===== src/fifo_thresh_map.svh =====
// register map, field positions and decode levels of the fifo threshold control
`ifndef FIFO_THRESH_MAP_SVH
`define FIFO_THRESH_MAP_SVH

`define OFF_FIFO_CONTROL  8'h00
`define OFF_IRQ_STATUS    8'h04
`define OFF_IRQ_CLEAR     8'h08
`define OFF_IRQ_ENABLE    8'h0c
`define OFF_LINK_STATUS   8'h10

`define FIFO_CONTROL_RST  16'h0000
`define FIFO_CONTROL_MASK 16'h07ff
`define CH2_CONTROL_MASK  16'h00f7
`define IRQ_RST           2'h0

`define POS_LOOPBACK      0
`define POS_RX_FIFO_RST   1
`define POS_TX_FIFO_RST   2
`define POS_MODEM_EN      3
`define POS_RX_TRIG_LO    6
`define POS_RX_TRIG_HI    7
`define POS_FLOW_LO       8
`define POS_FLOW_HI       10

`define IRQ_BIT_RDF       0
`define IRQ_BIT_RTS       1

`define FLOW_LVL_0        5'h0f
`define FLOW_LVL_1        5'h01
`define FLOW_LVL_2        5'h04
`define FLOW_LVL_3        5'h06
`define FLOW_LVL_4        5'h08
`define FLOW_LVL_5        5'h0a
`define FLOW_LVL_6        5'h0c
`define FLOW_LVL_7        5'h0e

`define ASYNC_LVL_0       5'h01
`define ASYNC_LVL_1       5'h04
`define ASYNC_LVL_2       5'h08
`define ASYNC_LVL_3       5'h0e
`define SYNC_LVL_1        5'h02

`endif


===== src/fifo_thresh_pkg.sv =====
// types of the fifo threshold control
package fifo_thresh_pkg;

  typedef enum logic [1:0] {
    PH_IDLE  = 2'b00,
    PH_READ  = 2'b01,
    PH_WRITE = 2'b10
  } bus_phase_t;

  typedef struct packed {
    logic [15:0] ctrl;
    logic [1:0]  irq_status;
    logic [1:0]  irq_enable;
    logic        rts;
    logic        cts_n;
    logic        irq;
    bus_phase_t  phase;
    logic [7:0]  addr;
    logic [31:0] hrdata;
    logic        hreadyout;
    logic        hresp;
  } ctl_state_t;

endpackage : fifo_thresh_pkg


===== src/thresh_if.sv =====
// carrier between the control register and the level comparator
`timescale 1ns/1ps
interface thresh_if #(
  parameter int COUNT_W = 5
);
  logic [COUNT_W-1:0] rx_count;
  logic [2:0]         flow_sel;
  logic [1:0]         trig_sel;
  logic               sync_mode;
  logic               over_flow;
  logic               over_trig;

  modport ctrl (output rx_count, flow_sel, trig_sel, sync_mode, input over_flow, over_trig);
  modport cmp  (input rx_count, flow_sel, trig_sel, sync_mode, output over_flow, over_trig);
endinterface : thresh_if


===== src/serial_fifo_threshold_control.sv =====
// fifo control register, flow-control and receive-full logic behind an ahb-lite slave
//
// The register offsets and register access over AHB-Lite were chosen for this implementation.
`timescale 1ns/1ps
`include "fifo_thresh_map.svh"

// What this block does
// - The control register is 16 bits wide and clears to zero on reset.
// - Software may read and write the control register at any time.
// - Bits 15 to 11 read as zero and software writes only zero there.
// - Request-to-send goes high once the receive count exceeds the flow level.
// - Flow field codes 000..111 select 15, 1, 4, 6, 8, 10, 12 and 14 entries.
// - On channel 2 the flow field is reserved, reads zero and is written zero.
// - The receive-full flag sets when the receive count exceeds the trigger level.
// - In asynchronous mode trigger codes 00..11 select 1, 4, 8 and 14 entries.
// - In synchronous mode trigger codes 00..11 select 1, 2, 8 and 14 entries.
// - The register holds transmit and receive fifo resets and a loop-back enable.
// - With modem control off, o_cts_active_n is held active while link status reads raw i_cts_n, and request-to-send is low.
module serial_fifo_threshold_control
  import fifo_thresh_pkg::*;
#(
  parameter int COUNT_W  = 5,
  parameter bit CHANNEL2 = 1'b0
) (
  // clock and reset
  input  wire logic               i_clk,
  input  wire logic               i_rst_n,
  // ahb-lite slave
  input  wire logic               i_hsel,
  input  wire logic [31:0]        i_haddr,
  input  wire logic [1:0]         i_htrans,
  input  wire logic               i_hwrite,
  input  wire logic [2:0]         i_hsize,
  input  wire logic [31:0]        i_hwdata,
  input  wire logic               i_hready,
  output logic                    o_hreadyout,
  output logic [31:0]             o_hrdata,
  output logic                    o_hresp,
  // channel side
  input  wire logic [COUNT_W-1:0] i_rx_count,
  input  wire logic               i_sync_mode,
  input  wire logic               i_cts_n,
  output logic                    o_cts_active_n,
  output logic                    o_rts,
  output logic                    o_tx_fifo_reset,
  output logic                    o_rx_fifo_reset,
  output logic                    o_loopback,
  output logic [1:0]              o_tx_trigger,
  // interrupt
  output logic                    o_irq
);

  localparam logic [15:0] WMASK = CHANNEL2 ? `CH2_CONTROL_MASK : `FIFO_CONTROL_MASK;

  ctl_state_t cur_reg;
  ctl_state_t cur_next;
  logic       modem_control_enable;
  logic [1:0] events;
  logic [31:0] rd_val;

  thresh_if #(.COUNT_W(COUNT_W)) th ();

  threshold_compare #(.COUNT_W(COUNT_W)) u_cmp (
    .th (th)
  );

  assign th.rx_count  = i_rx_count;
  assign th.flow_sel  = cur_reg.ctrl[`POS_FLOW_HI:`POS_FLOW_LO];
  assign th.trig_sel  = cur_reg.ctrl[`POS_RX_TRIG_HI:`POS_RX_TRIG_LO];
  assign th.sync_mode = i_sync_mode;
  assign modem_control_enable          = cur_reg.ctrl[`POS_MODEM_EN];

  always_comb begin
    cur_next = cur_reg;
    rd_val   = 32'h0000_0000;
    // data phase of a write
    if (cur_reg.phase == PH_WRITE) begin
      if (cur_reg.addr == `OFF_FIFO_CONTROL) begin
        cur_next.ctrl = i_hwdata[15:0] & WMASK;
      end else if (cur_reg.addr == `OFF_IRQ_CLEAR) begin
        cur_next.irq_status = cur_reg.irq_status & ~i_hwdata[1:0];
      end else if (cur_reg.addr == `OFF_IRQ_ENABLE) begin
        cur_next.irq_enable = i_hwdata[1:0];
      end
    end
    // flow control and modem gating
    cur_next.rts   = modem_control_enable & th.over_flow;
    cur_next.cts_n = modem_control_enable ? i_cts_n : 1'b0;
    // sticky events, set beats clear
    events[`IRQ_BIT_RDF] = th.over_trig;
    events[`IRQ_BIT_RTS] = cur_next.rts & ~cur_reg.rts;
    cur_next.irq_status  = cur_next.irq_status | events;
    cur_next.irq         = |(cur_reg.irq_status & cur_reg.irq_enable);
    // address phase
    cur_next.hreadyout = 1'b1;
    cur_next.hresp     = 1'b0;
    cur_next.phase     = PH_IDLE;
    if (i_hsel && i_htrans[1] && i_hready) begin
      cur_next.phase = i_hwrite ? PH_WRITE : PH_READ;
      cur_next.addr  = i_haddr[7:0];
      if (i_haddr[7:0] == `OFF_FIFO_CONTROL) begin
        rd_val = {16'h0000, cur_next.ctrl};
      end else if (i_haddr[7:0] == `OFF_IRQ_STATUS) begin
        rd_val = {30'h0000_0000, cur_next.irq_status};
      end else if (i_haddr[7:0] == `OFF_IRQ_ENABLE) begin
        rd_val = {30'h0000_0000, cur_next.irq_enable};
      end else if (i_haddr[7:0] == `OFF_LINK_STATUS) begin
        rd_val = {22'h00_0000, i_cts_n, cur_reg.rts, th.over_trig, th.over_flow,
                  (6 - COUNT_W)'(0), i_rx_count};
      end
    end
    cur_next.hrdata = rd_val;
  end

  always_ff @(posedge i_clk or negedge i_rst_n) begin
    if (!i_rst_n) begin
      cur_reg            <= '0;
      cur_reg.ctrl       <= `FIFO_CONTROL_RST;
      cur_reg.irq_status <= `IRQ_RST;
      cur_reg.irq_enable <= `IRQ_RST;
      cur_reg.hreadyout  <= 1'b1;
      cur_reg.phase      <= PH_IDLE;
    end else begin
      cur_reg <= cur_next;
    end
  end

  assign o_hreadyout     = cur_reg.hreadyout;
  assign o_hrdata        = cur_reg.hrdata;
  assign o_hresp         = cur_reg.hresp;
  assign o_rts           = cur_reg.rts;
  assign o_cts_active_n  = cur_reg.cts_n;
  assign o_irq           = cur_reg.irq;
  assign o_tx_fifo_reset = cur_reg.ctrl[`POS_TX_FIFO_RST];
  assign o_rx_fifo_reset = cur_reg.ctrl[`POS_RX_FIFO_RST];
  assign o_loopback      = cur_reg.ctrl[`POS_LOOPBACK];
  assign o_tx_trigger    = cur_reg.ctrl[5:4];

  // helper: first cycle after reset release
  logic first_reg;
  always_ff @(posedge i_clk or negedge i_rst_n) begin
    if (!i_rst_n) begin
      first_reg <= 1'b1;
    end else begin
      first_reg <= 1'b0;
    end
  end
endmodule : serial_fifo_threshold_control


===== src/threshold_compare.sv =====
// decodes the two threshold fields and compares the receive fill count
`timescale 1ns/1ps
`include "fifo_thresh_map.svh"
module threshold_compare
  import fifo_thresh_pkg::*;
#(
  parameter int COUNT_W = 5
) (
  thresh_if.cmp th
);

  logic [COUNT_W-1:0] flow_lvl;
  logic [COUNT_W-1:0] trig_lvl;

  always_comb begin
    case (th.flow_sel)
      3'h0:    flow_lvl = COUNT_W'(`FLOW_LVL_0);
      3'h1:    flow_lvl = COUNT_W'(`FLOW_LVL_1);
      3'h2:    flow_lvl = COUNT_W'(`FLOW_LVL_2);
      3'h3:    flow_lvl = COUNT_W'(`FLOW_LVL_3);
      3'h4:    flow_lvl = COUNT_W'(`FLOW_LVL_4);
      3'h5:    flow_lvl = COUNT_W'(`FLOW_LVL_5);
      3'h6:    flow_lvl = COUNT_W'(`FLOW_LVL_6);
      default: flow_lvl = COUNT_W'(`FLOW_LVL_7);
    endcase
    case (th.trig_sel)
      2'h0:    trig_lvl = COUNT_W'(`ASYNC_LVL_0);
      2'h1:    trig_lvl = th.sync_mode ? COUNT_W'(`SYNC_LVL_1)
                                       : COUNT_W'(`ASYNC_LVL_1);
      2'h2:    trig_lvl = COUNT_W'(`ASYNC_LVL_2);
      default: trig_lvl = COUNT_W'(`ASYNC_LVL_3);
    endcase
  end

  assign th.over_flow = th.rx_count > flow_lvl;
  assign th.over_trig = th.rx_count > trig_lvl;

endmodule : threshold_compare

===== config.mk =====
export PLATFORM = sky130hd
export DESIGN_NAME = serial_fifo_threshold_control
export DESIGN_NICKNAME = d
export VERILOG_FILES = /design/src/fifo_thresh_pkg.sv /design/src/thresh_if.sv /design/src/serial_fifo_threshold_control.sv /design/src/threshold_compare.sv
export VERILOG_INCLUDE_DIRS = /design/src
export SDC_FILE = /design/constraint.sdc
export NUM_CORES = 1
export LEC_CHECK = 0
export BUFFER_PORTS_ARGS = -buffer_cell sky130_fd_sc_hd__buf_2
export CORE_MARGIN = 1
export CORE_UTILIZATION = 41
export CTS_CLUSTER_SIZE = 14
export DETAILED_ROUTE_END_ITERATION = 6
export GPL_TIMING_DRIVEN = 0
export PLACE_DENSITY = 0.76
export SETUP_SLACK_MARGIN = 0.5
export SYNTH_ARGS = -nofsm -noshare
export SYNTH_HDL_FRONTEND = slang
export SYNTH_SLANG_ARGS = --single-unit

===== constraint.sdc =====
create_clock -name i_clk -period 2.19 [get_ports i_clk]
set_clock_uncertainty 0.1 [all_clocks]
set_input_delay 0.1095 -clock i_clk [delete_from_list [all_inputs] [get_ports i_clk]]
set_output_delay 0.1095 -clock i_clk [all_outputs]
set_load 0.02 [all_outputs]

* Word-level counts from Yosys, hierarchy flattened
Cells that the tools add are included.
Widths: inputs -> output; s select.
** Operators by class
- Divide/modulo/power cells :: 0
- Muxes and demuxes :: 17
- Add/sub/neg operators :: 0
- Magnitude comparators :: 2
- $mul :: 0
- Reduce and logical (&&, ||, !) cells :: 7
- Bitwise operators :: 7
- Equality and inequality tests :: 14
- Shift operators :: 0
** Operator list (count)
- $mux 16 :: 3
- $mux 10 :: 4
- $pmux 4 s7 :: 1
- $eq 8x4->1 const B :: 3
- $mux 20 :: 1
- $logic_not 8->1 :: 2
- $pmux 5 s3 :: 1
- $eq 3x3->1 const B :: 3
- $eq 8x3->1 const B :: 1
- $eq 8x5->1 const B :: 1
- $mux 2 :: 4
- $eq 3x2->1 const B :: 2
- $gt 5x4->1 :: 1
- $gt 5x5->1 :: 1
- $and 2x2->2 :: 2
- $eq 2x2->1 const B :: 2
- $mux 4 :: 1
- $eq 3x1->1 const B :: 1
- $logic_not 3->1 :: 1
- $mux 3 :: 1
- $and 1x1->1 :: 2
- $eq 2x1->1 const B :: 1
- $logic_and 1x1->1 :: 2
- $logic_not 2->1 :: 1
- 5 further kinds :: 5
** Storage, ports and cells
- Output and inout bits :: 42
- Bits in latches :: 0
- RAM bits :: 0
- Input port bits :: 81
- Memories kept :: 0
- Register bits after elaboration :: 65
- Logic and storage cells :: 56
- Bits in read-only memories :: 0

* Longest topological paths before layout
- Word-level depth :: 9
- Mapped depth :: 9
- Depth with buffers taken out :: 9

* Hierarchy
From an unflattened synthesis, not the netlist that was laid out.
** Unflattened totals
- Cell total of the unflattened synthesis :: 232
- Area, all modules :: 2506.2 µm²
** Modules (own cells, without submodules)
- serial_fifo_threshold_control :: seq. area each 1226.2 µm², area an instance 2274.7 µm², times used 1, cells each 198
- threshold_compare :: seq. area each 0.0 µm², area an instance 231.5 µm², times used 1, cells each 34

* Worst setup path after synthesis
OpenSTA, ideal clock, no wires.
- Kind :: reg2reg
- Start :: register cur_reg[41] (netlist bit)
- End :: register cur_reg (netlist bit o_hrdata[2])
- Setup time :: 0.120 ns
- Path slack :: -0.100 ns
- Stages on the path, launching flop included :: 6
- Data required time :: 1.970 ns
- Arrival :: 2.070 ns
- Path buffers :: 0
- Clock period less this slack :: 2.290 ns
- Path through :: dfrtp_1 > or4b_1 > or2_4 > nor3_4 > mux2_2 > a41o_1
** RTL lines
- start, declared :: RTL line serial_fifo_threshold_control.sv:55 : ctl_state_t cur_reg;
- start signal, assigned :: RTL line serial_fifo_threshold_control.sv:124 : cur_reg <= cur_next;

==> flow_summary_export.csv <==
group,metric,value,unit
run_status,violations,"setup timing",
synth,synthCells,230,
power,leakage,1.89,nW
worst_hold_path,hp-class,"input port to flop",
clocking,clk_pin_slew_worst_paths,0.09,ns
placement,gp_congestion,0.851,
timing,setup_ws,-0.100,ns
layout,num_antenna_cells,0,
placement,io_buffers,55,
clocking,cts_inserted_buffers,5,
critical_path,regToRegSetupSlack,-0.1,ns
layout,finalNonFillerCells,414,
critical_path,arrival,2.38,ns
layout,drive_gt1_share,44.4,%
clocking,cts_max_path_buffers,2,
floorplan,initial_core_util,43.2,%
detailed_routing,wl_per_cell,13.3,um
placement,pre_cts_slack,-0.387,ns
global_route,grt_pass1_vias,1802,
run_status,status,"complete, but fails checks",
synth,synth_compound_area_share,9.19,%
clocking,cts_tree,"done",
power,power_frac_clock,23.6,%
floorplan,core-area,5610,um2
global_route,grt_use_total,18.1,%
detailed_routing,final_antenna_net_count,0,
clocking,cts_htree_levels,2,
timing,rsz0062_at_grt,"true",
floorplan,die_area,6220,um2
power,vdd_ir_drop_max,0.000347,V
worst_hold_path,hold_depth,3,
critical_path,critical_path_class,"flop to flop",
layout,final_common_cell,"buf_2",
synth,synth-adder-area-share,4.13,%
timing,period_minus_slack,2.29,ns
timing,finalSetupViolations,16,
placement,hpwl,3620,um
synth,ys_seq_area_share,50.6,%
floorplan,boundaryPins,123,
synth,synth_warnings,0,
power,power,2.26,mW
synth,synth_flop_cell,"dfrtp_1",
critical_path,cp.required,2.28,ns
layout,final_cell_mix,"buf_2, dfrtp_1, buf_4, nand2_1, dlygate4sd3_1",
timing,hold_violations,0,
floorplan,fp.dieW,78.9,um
synth,synth_edf_count,0,
clocking,clk_latency,0.30,ns
timing,min_period_over_period,105,%
layout,syn_to_final_growth,44.2,%
global_route,grt_antenna_before_repair,0,
job,drv_cap,0,
global_route,grt-ovfl-total,0,
detailed_routing,dr_total_vias,1940,
floorplan,rows,27,
power,p_seq_share,47.5,%
layout,largest_reg_flops,25,
critical_path,critPathMaxFanout,8,
clocking,clock_sinks,49,
timing,maxSlewHeadroom,29.5,%
detailed_routing,drt-initial-drc-count,125,
layout,fin_util,62.3,%
global_route,grt_pass1_wl,8470,um
synth,syn_area,2420,um2
power,power_density,645,nW/um2
detailed_routing,drc_errors,0,
critical_path,start_kind,"flop",
global_route,grt_max_degree,50,
power,p_sw,0.731,mW
timing,slew_viol_final,0,
synth,synth_top_family_by_area,"simple AND/OR/NAND/NOR gates",
synth,synthArstFlopShare,100,%
timing,fmax,0.437,GHz
synth,postSynthAreaPerCell,10.5,um2
floorplan,die_h,78.9,um
synth,yosys.area_share.simple,16.8,%
timing,tightest_slew,1.06,ns
placement,placed_cells,373,
detailed_routing,viasPerCell,4.69,
power,p_int,1.52,mW
synth,synth_mux_area_share,5.01,%
synth,ys_ff_latch,49,
detailed_routing,first_pass_iters,4,
critical_path,r2r_cells,6,
synth,synth_xor_area_share,0.361,%
power,switching_share,32.4,%
clocking,cts_root_buffer,"clkbuf_8",
detailed_routing,drt_wl_total,5500,um
layout,nets,430,
power,comb_power_share,28.9,%
critical_path,endpoint_kind,"flop",
synth,ys_types,38,
critical path, stage by stage (launching register included):
cell	delay, ns
dfrtp_1	0.37
or4b_4	0.56
or2_4	0.29
nor3_4	0.18
buf_12	0.17
mux2_4	0.32
a41o_1	0.19
layout make-up:
| cell class | count | area [um2] |
|---|---|---|
| tap | 72 | 90.1 |
| timing repair buffer | 88 | 613 |
| multi-input combinational | 147 | 1140 |
| inverter | 10 | 37.5 |
| clock buffer | 5 | 68.8 |
| sequential | 49 | 1230 |
| fill | 476 | 2110 |
| buffer | 40 | 302 |
| clock inverter | 3 | 22.5 |
metrics by stage:
stage / hold slack (ns) / setup TNS, ns / cell area (um2)
final: 0.00110 / -0.871 / 3500
after global routing: 0.0108 / -2.07 / 3500
after CTS: 0.00498 / -1.68 / 3370
after detailed placement: 0.179 / -5.73 / 2850
after global placement: 0.177 / -4.58 / 2850
after floorplan: -0.286 / -0.503 / 2490
worst paths after layout:
check / startpoint / end
worst max-delay path: cur_reg[42]$_DFF_PN0_ / o_hrdata[6]$_DFF_PN0_
worst min-delay path: i_haddr[3] / cur_reg[37]$_DFFE_PN0P_
worst max register to register: cur_reg[42]$_DFF_PN0_ / o_hrdata[6]$_DFF_PN0_
worst min register to register: cur_reg[40]$_DFFE_PN0P_ / cur_reg[40]$_DFFE_PN0P_
max in group asynchronous: i_rst_n / cur_reg[47]$_DFF_PN0_
min in group asynchronous: i_rst_n / o_hrdata[10]$_DFF_PN0_
cells in the mapped netlist, drive strengths merged, types with 2 or more instances:
| cell type | count | area [um2] |
|---|---|---|
| inv | 10 | 37.5 |
| conb | 2 | 7.51 |
| and3 | 2 | 12.5 |
| clkbuf | 3 | 11.3 |
| nor2 | 10 | 40.0 |
| mux2i | 2 | 20.0 |
| o22ai | 4 | 25.0 |
| mux2 | 9 | 101 |
| nor3 | 7 | 46.3 |
| dfrtp | 49 | 1230 |
| nand2 | 25 | 93.8 |
| ha | 8 | 100 |
| and2 | 7 | 43.8 |
| a41o | 6 | 60.1 |
| o21ai | 7 | 35.0 |
| nor2b | 13 | 81.3 |
| a21oi | 6 | 30.0 |
| o31ai | 2 | 15.0 |
| or4 | 2 | 15.0 |
| nor3b | 2 | 15.0 |
| buf | 37 | 282 |
| nand3 | 4 | 20.0 |
logic make-up after synthesis:
group | count (synthesis)
adder cells (fa/ha/maj) | 8
other | 2
flip-flops | 49
AND/OR/NAND/NOR | 77
AO/OA/AOI/OAI | 32
buffers and inverters | 50
XOR/XNOR | 1
multiplexers | 11
metal layers:
metal | vias to the layer above | track usage (%) | part of all wire (%)
met4 | 0 | 4.55 | 1.1
li1 | 951 | - | -
met5 | - | 0 | 0
met1 | 925 | 22.5 | 41
met3 | 7 | 4.02 | 4.9
met2 | 57 | 31.7 | 53
timing repair:
action | CTS | global route
hold buffers | 19 | 0
endpoints found under the hold margin | 68 | 0
setup buffers | 8 | 6
pin swaps | 13 | 14
setup endpoints to repair | 37 | 37
gates resized for setup | 37 | 17
power by group through the flow:
stage	clock, mW	sequential [mW]	combinational (mW)
finish	0.531	1.07	0.652
CTS	0.541	1.07	0.569
floorplan	0	1.10	0.310
global placement	0	1.07	0.471
global route	0.594	1.08	0.711
detailed placement	0	1.08	0.490
Note: power is estimated with default switching activity, not from simulation.
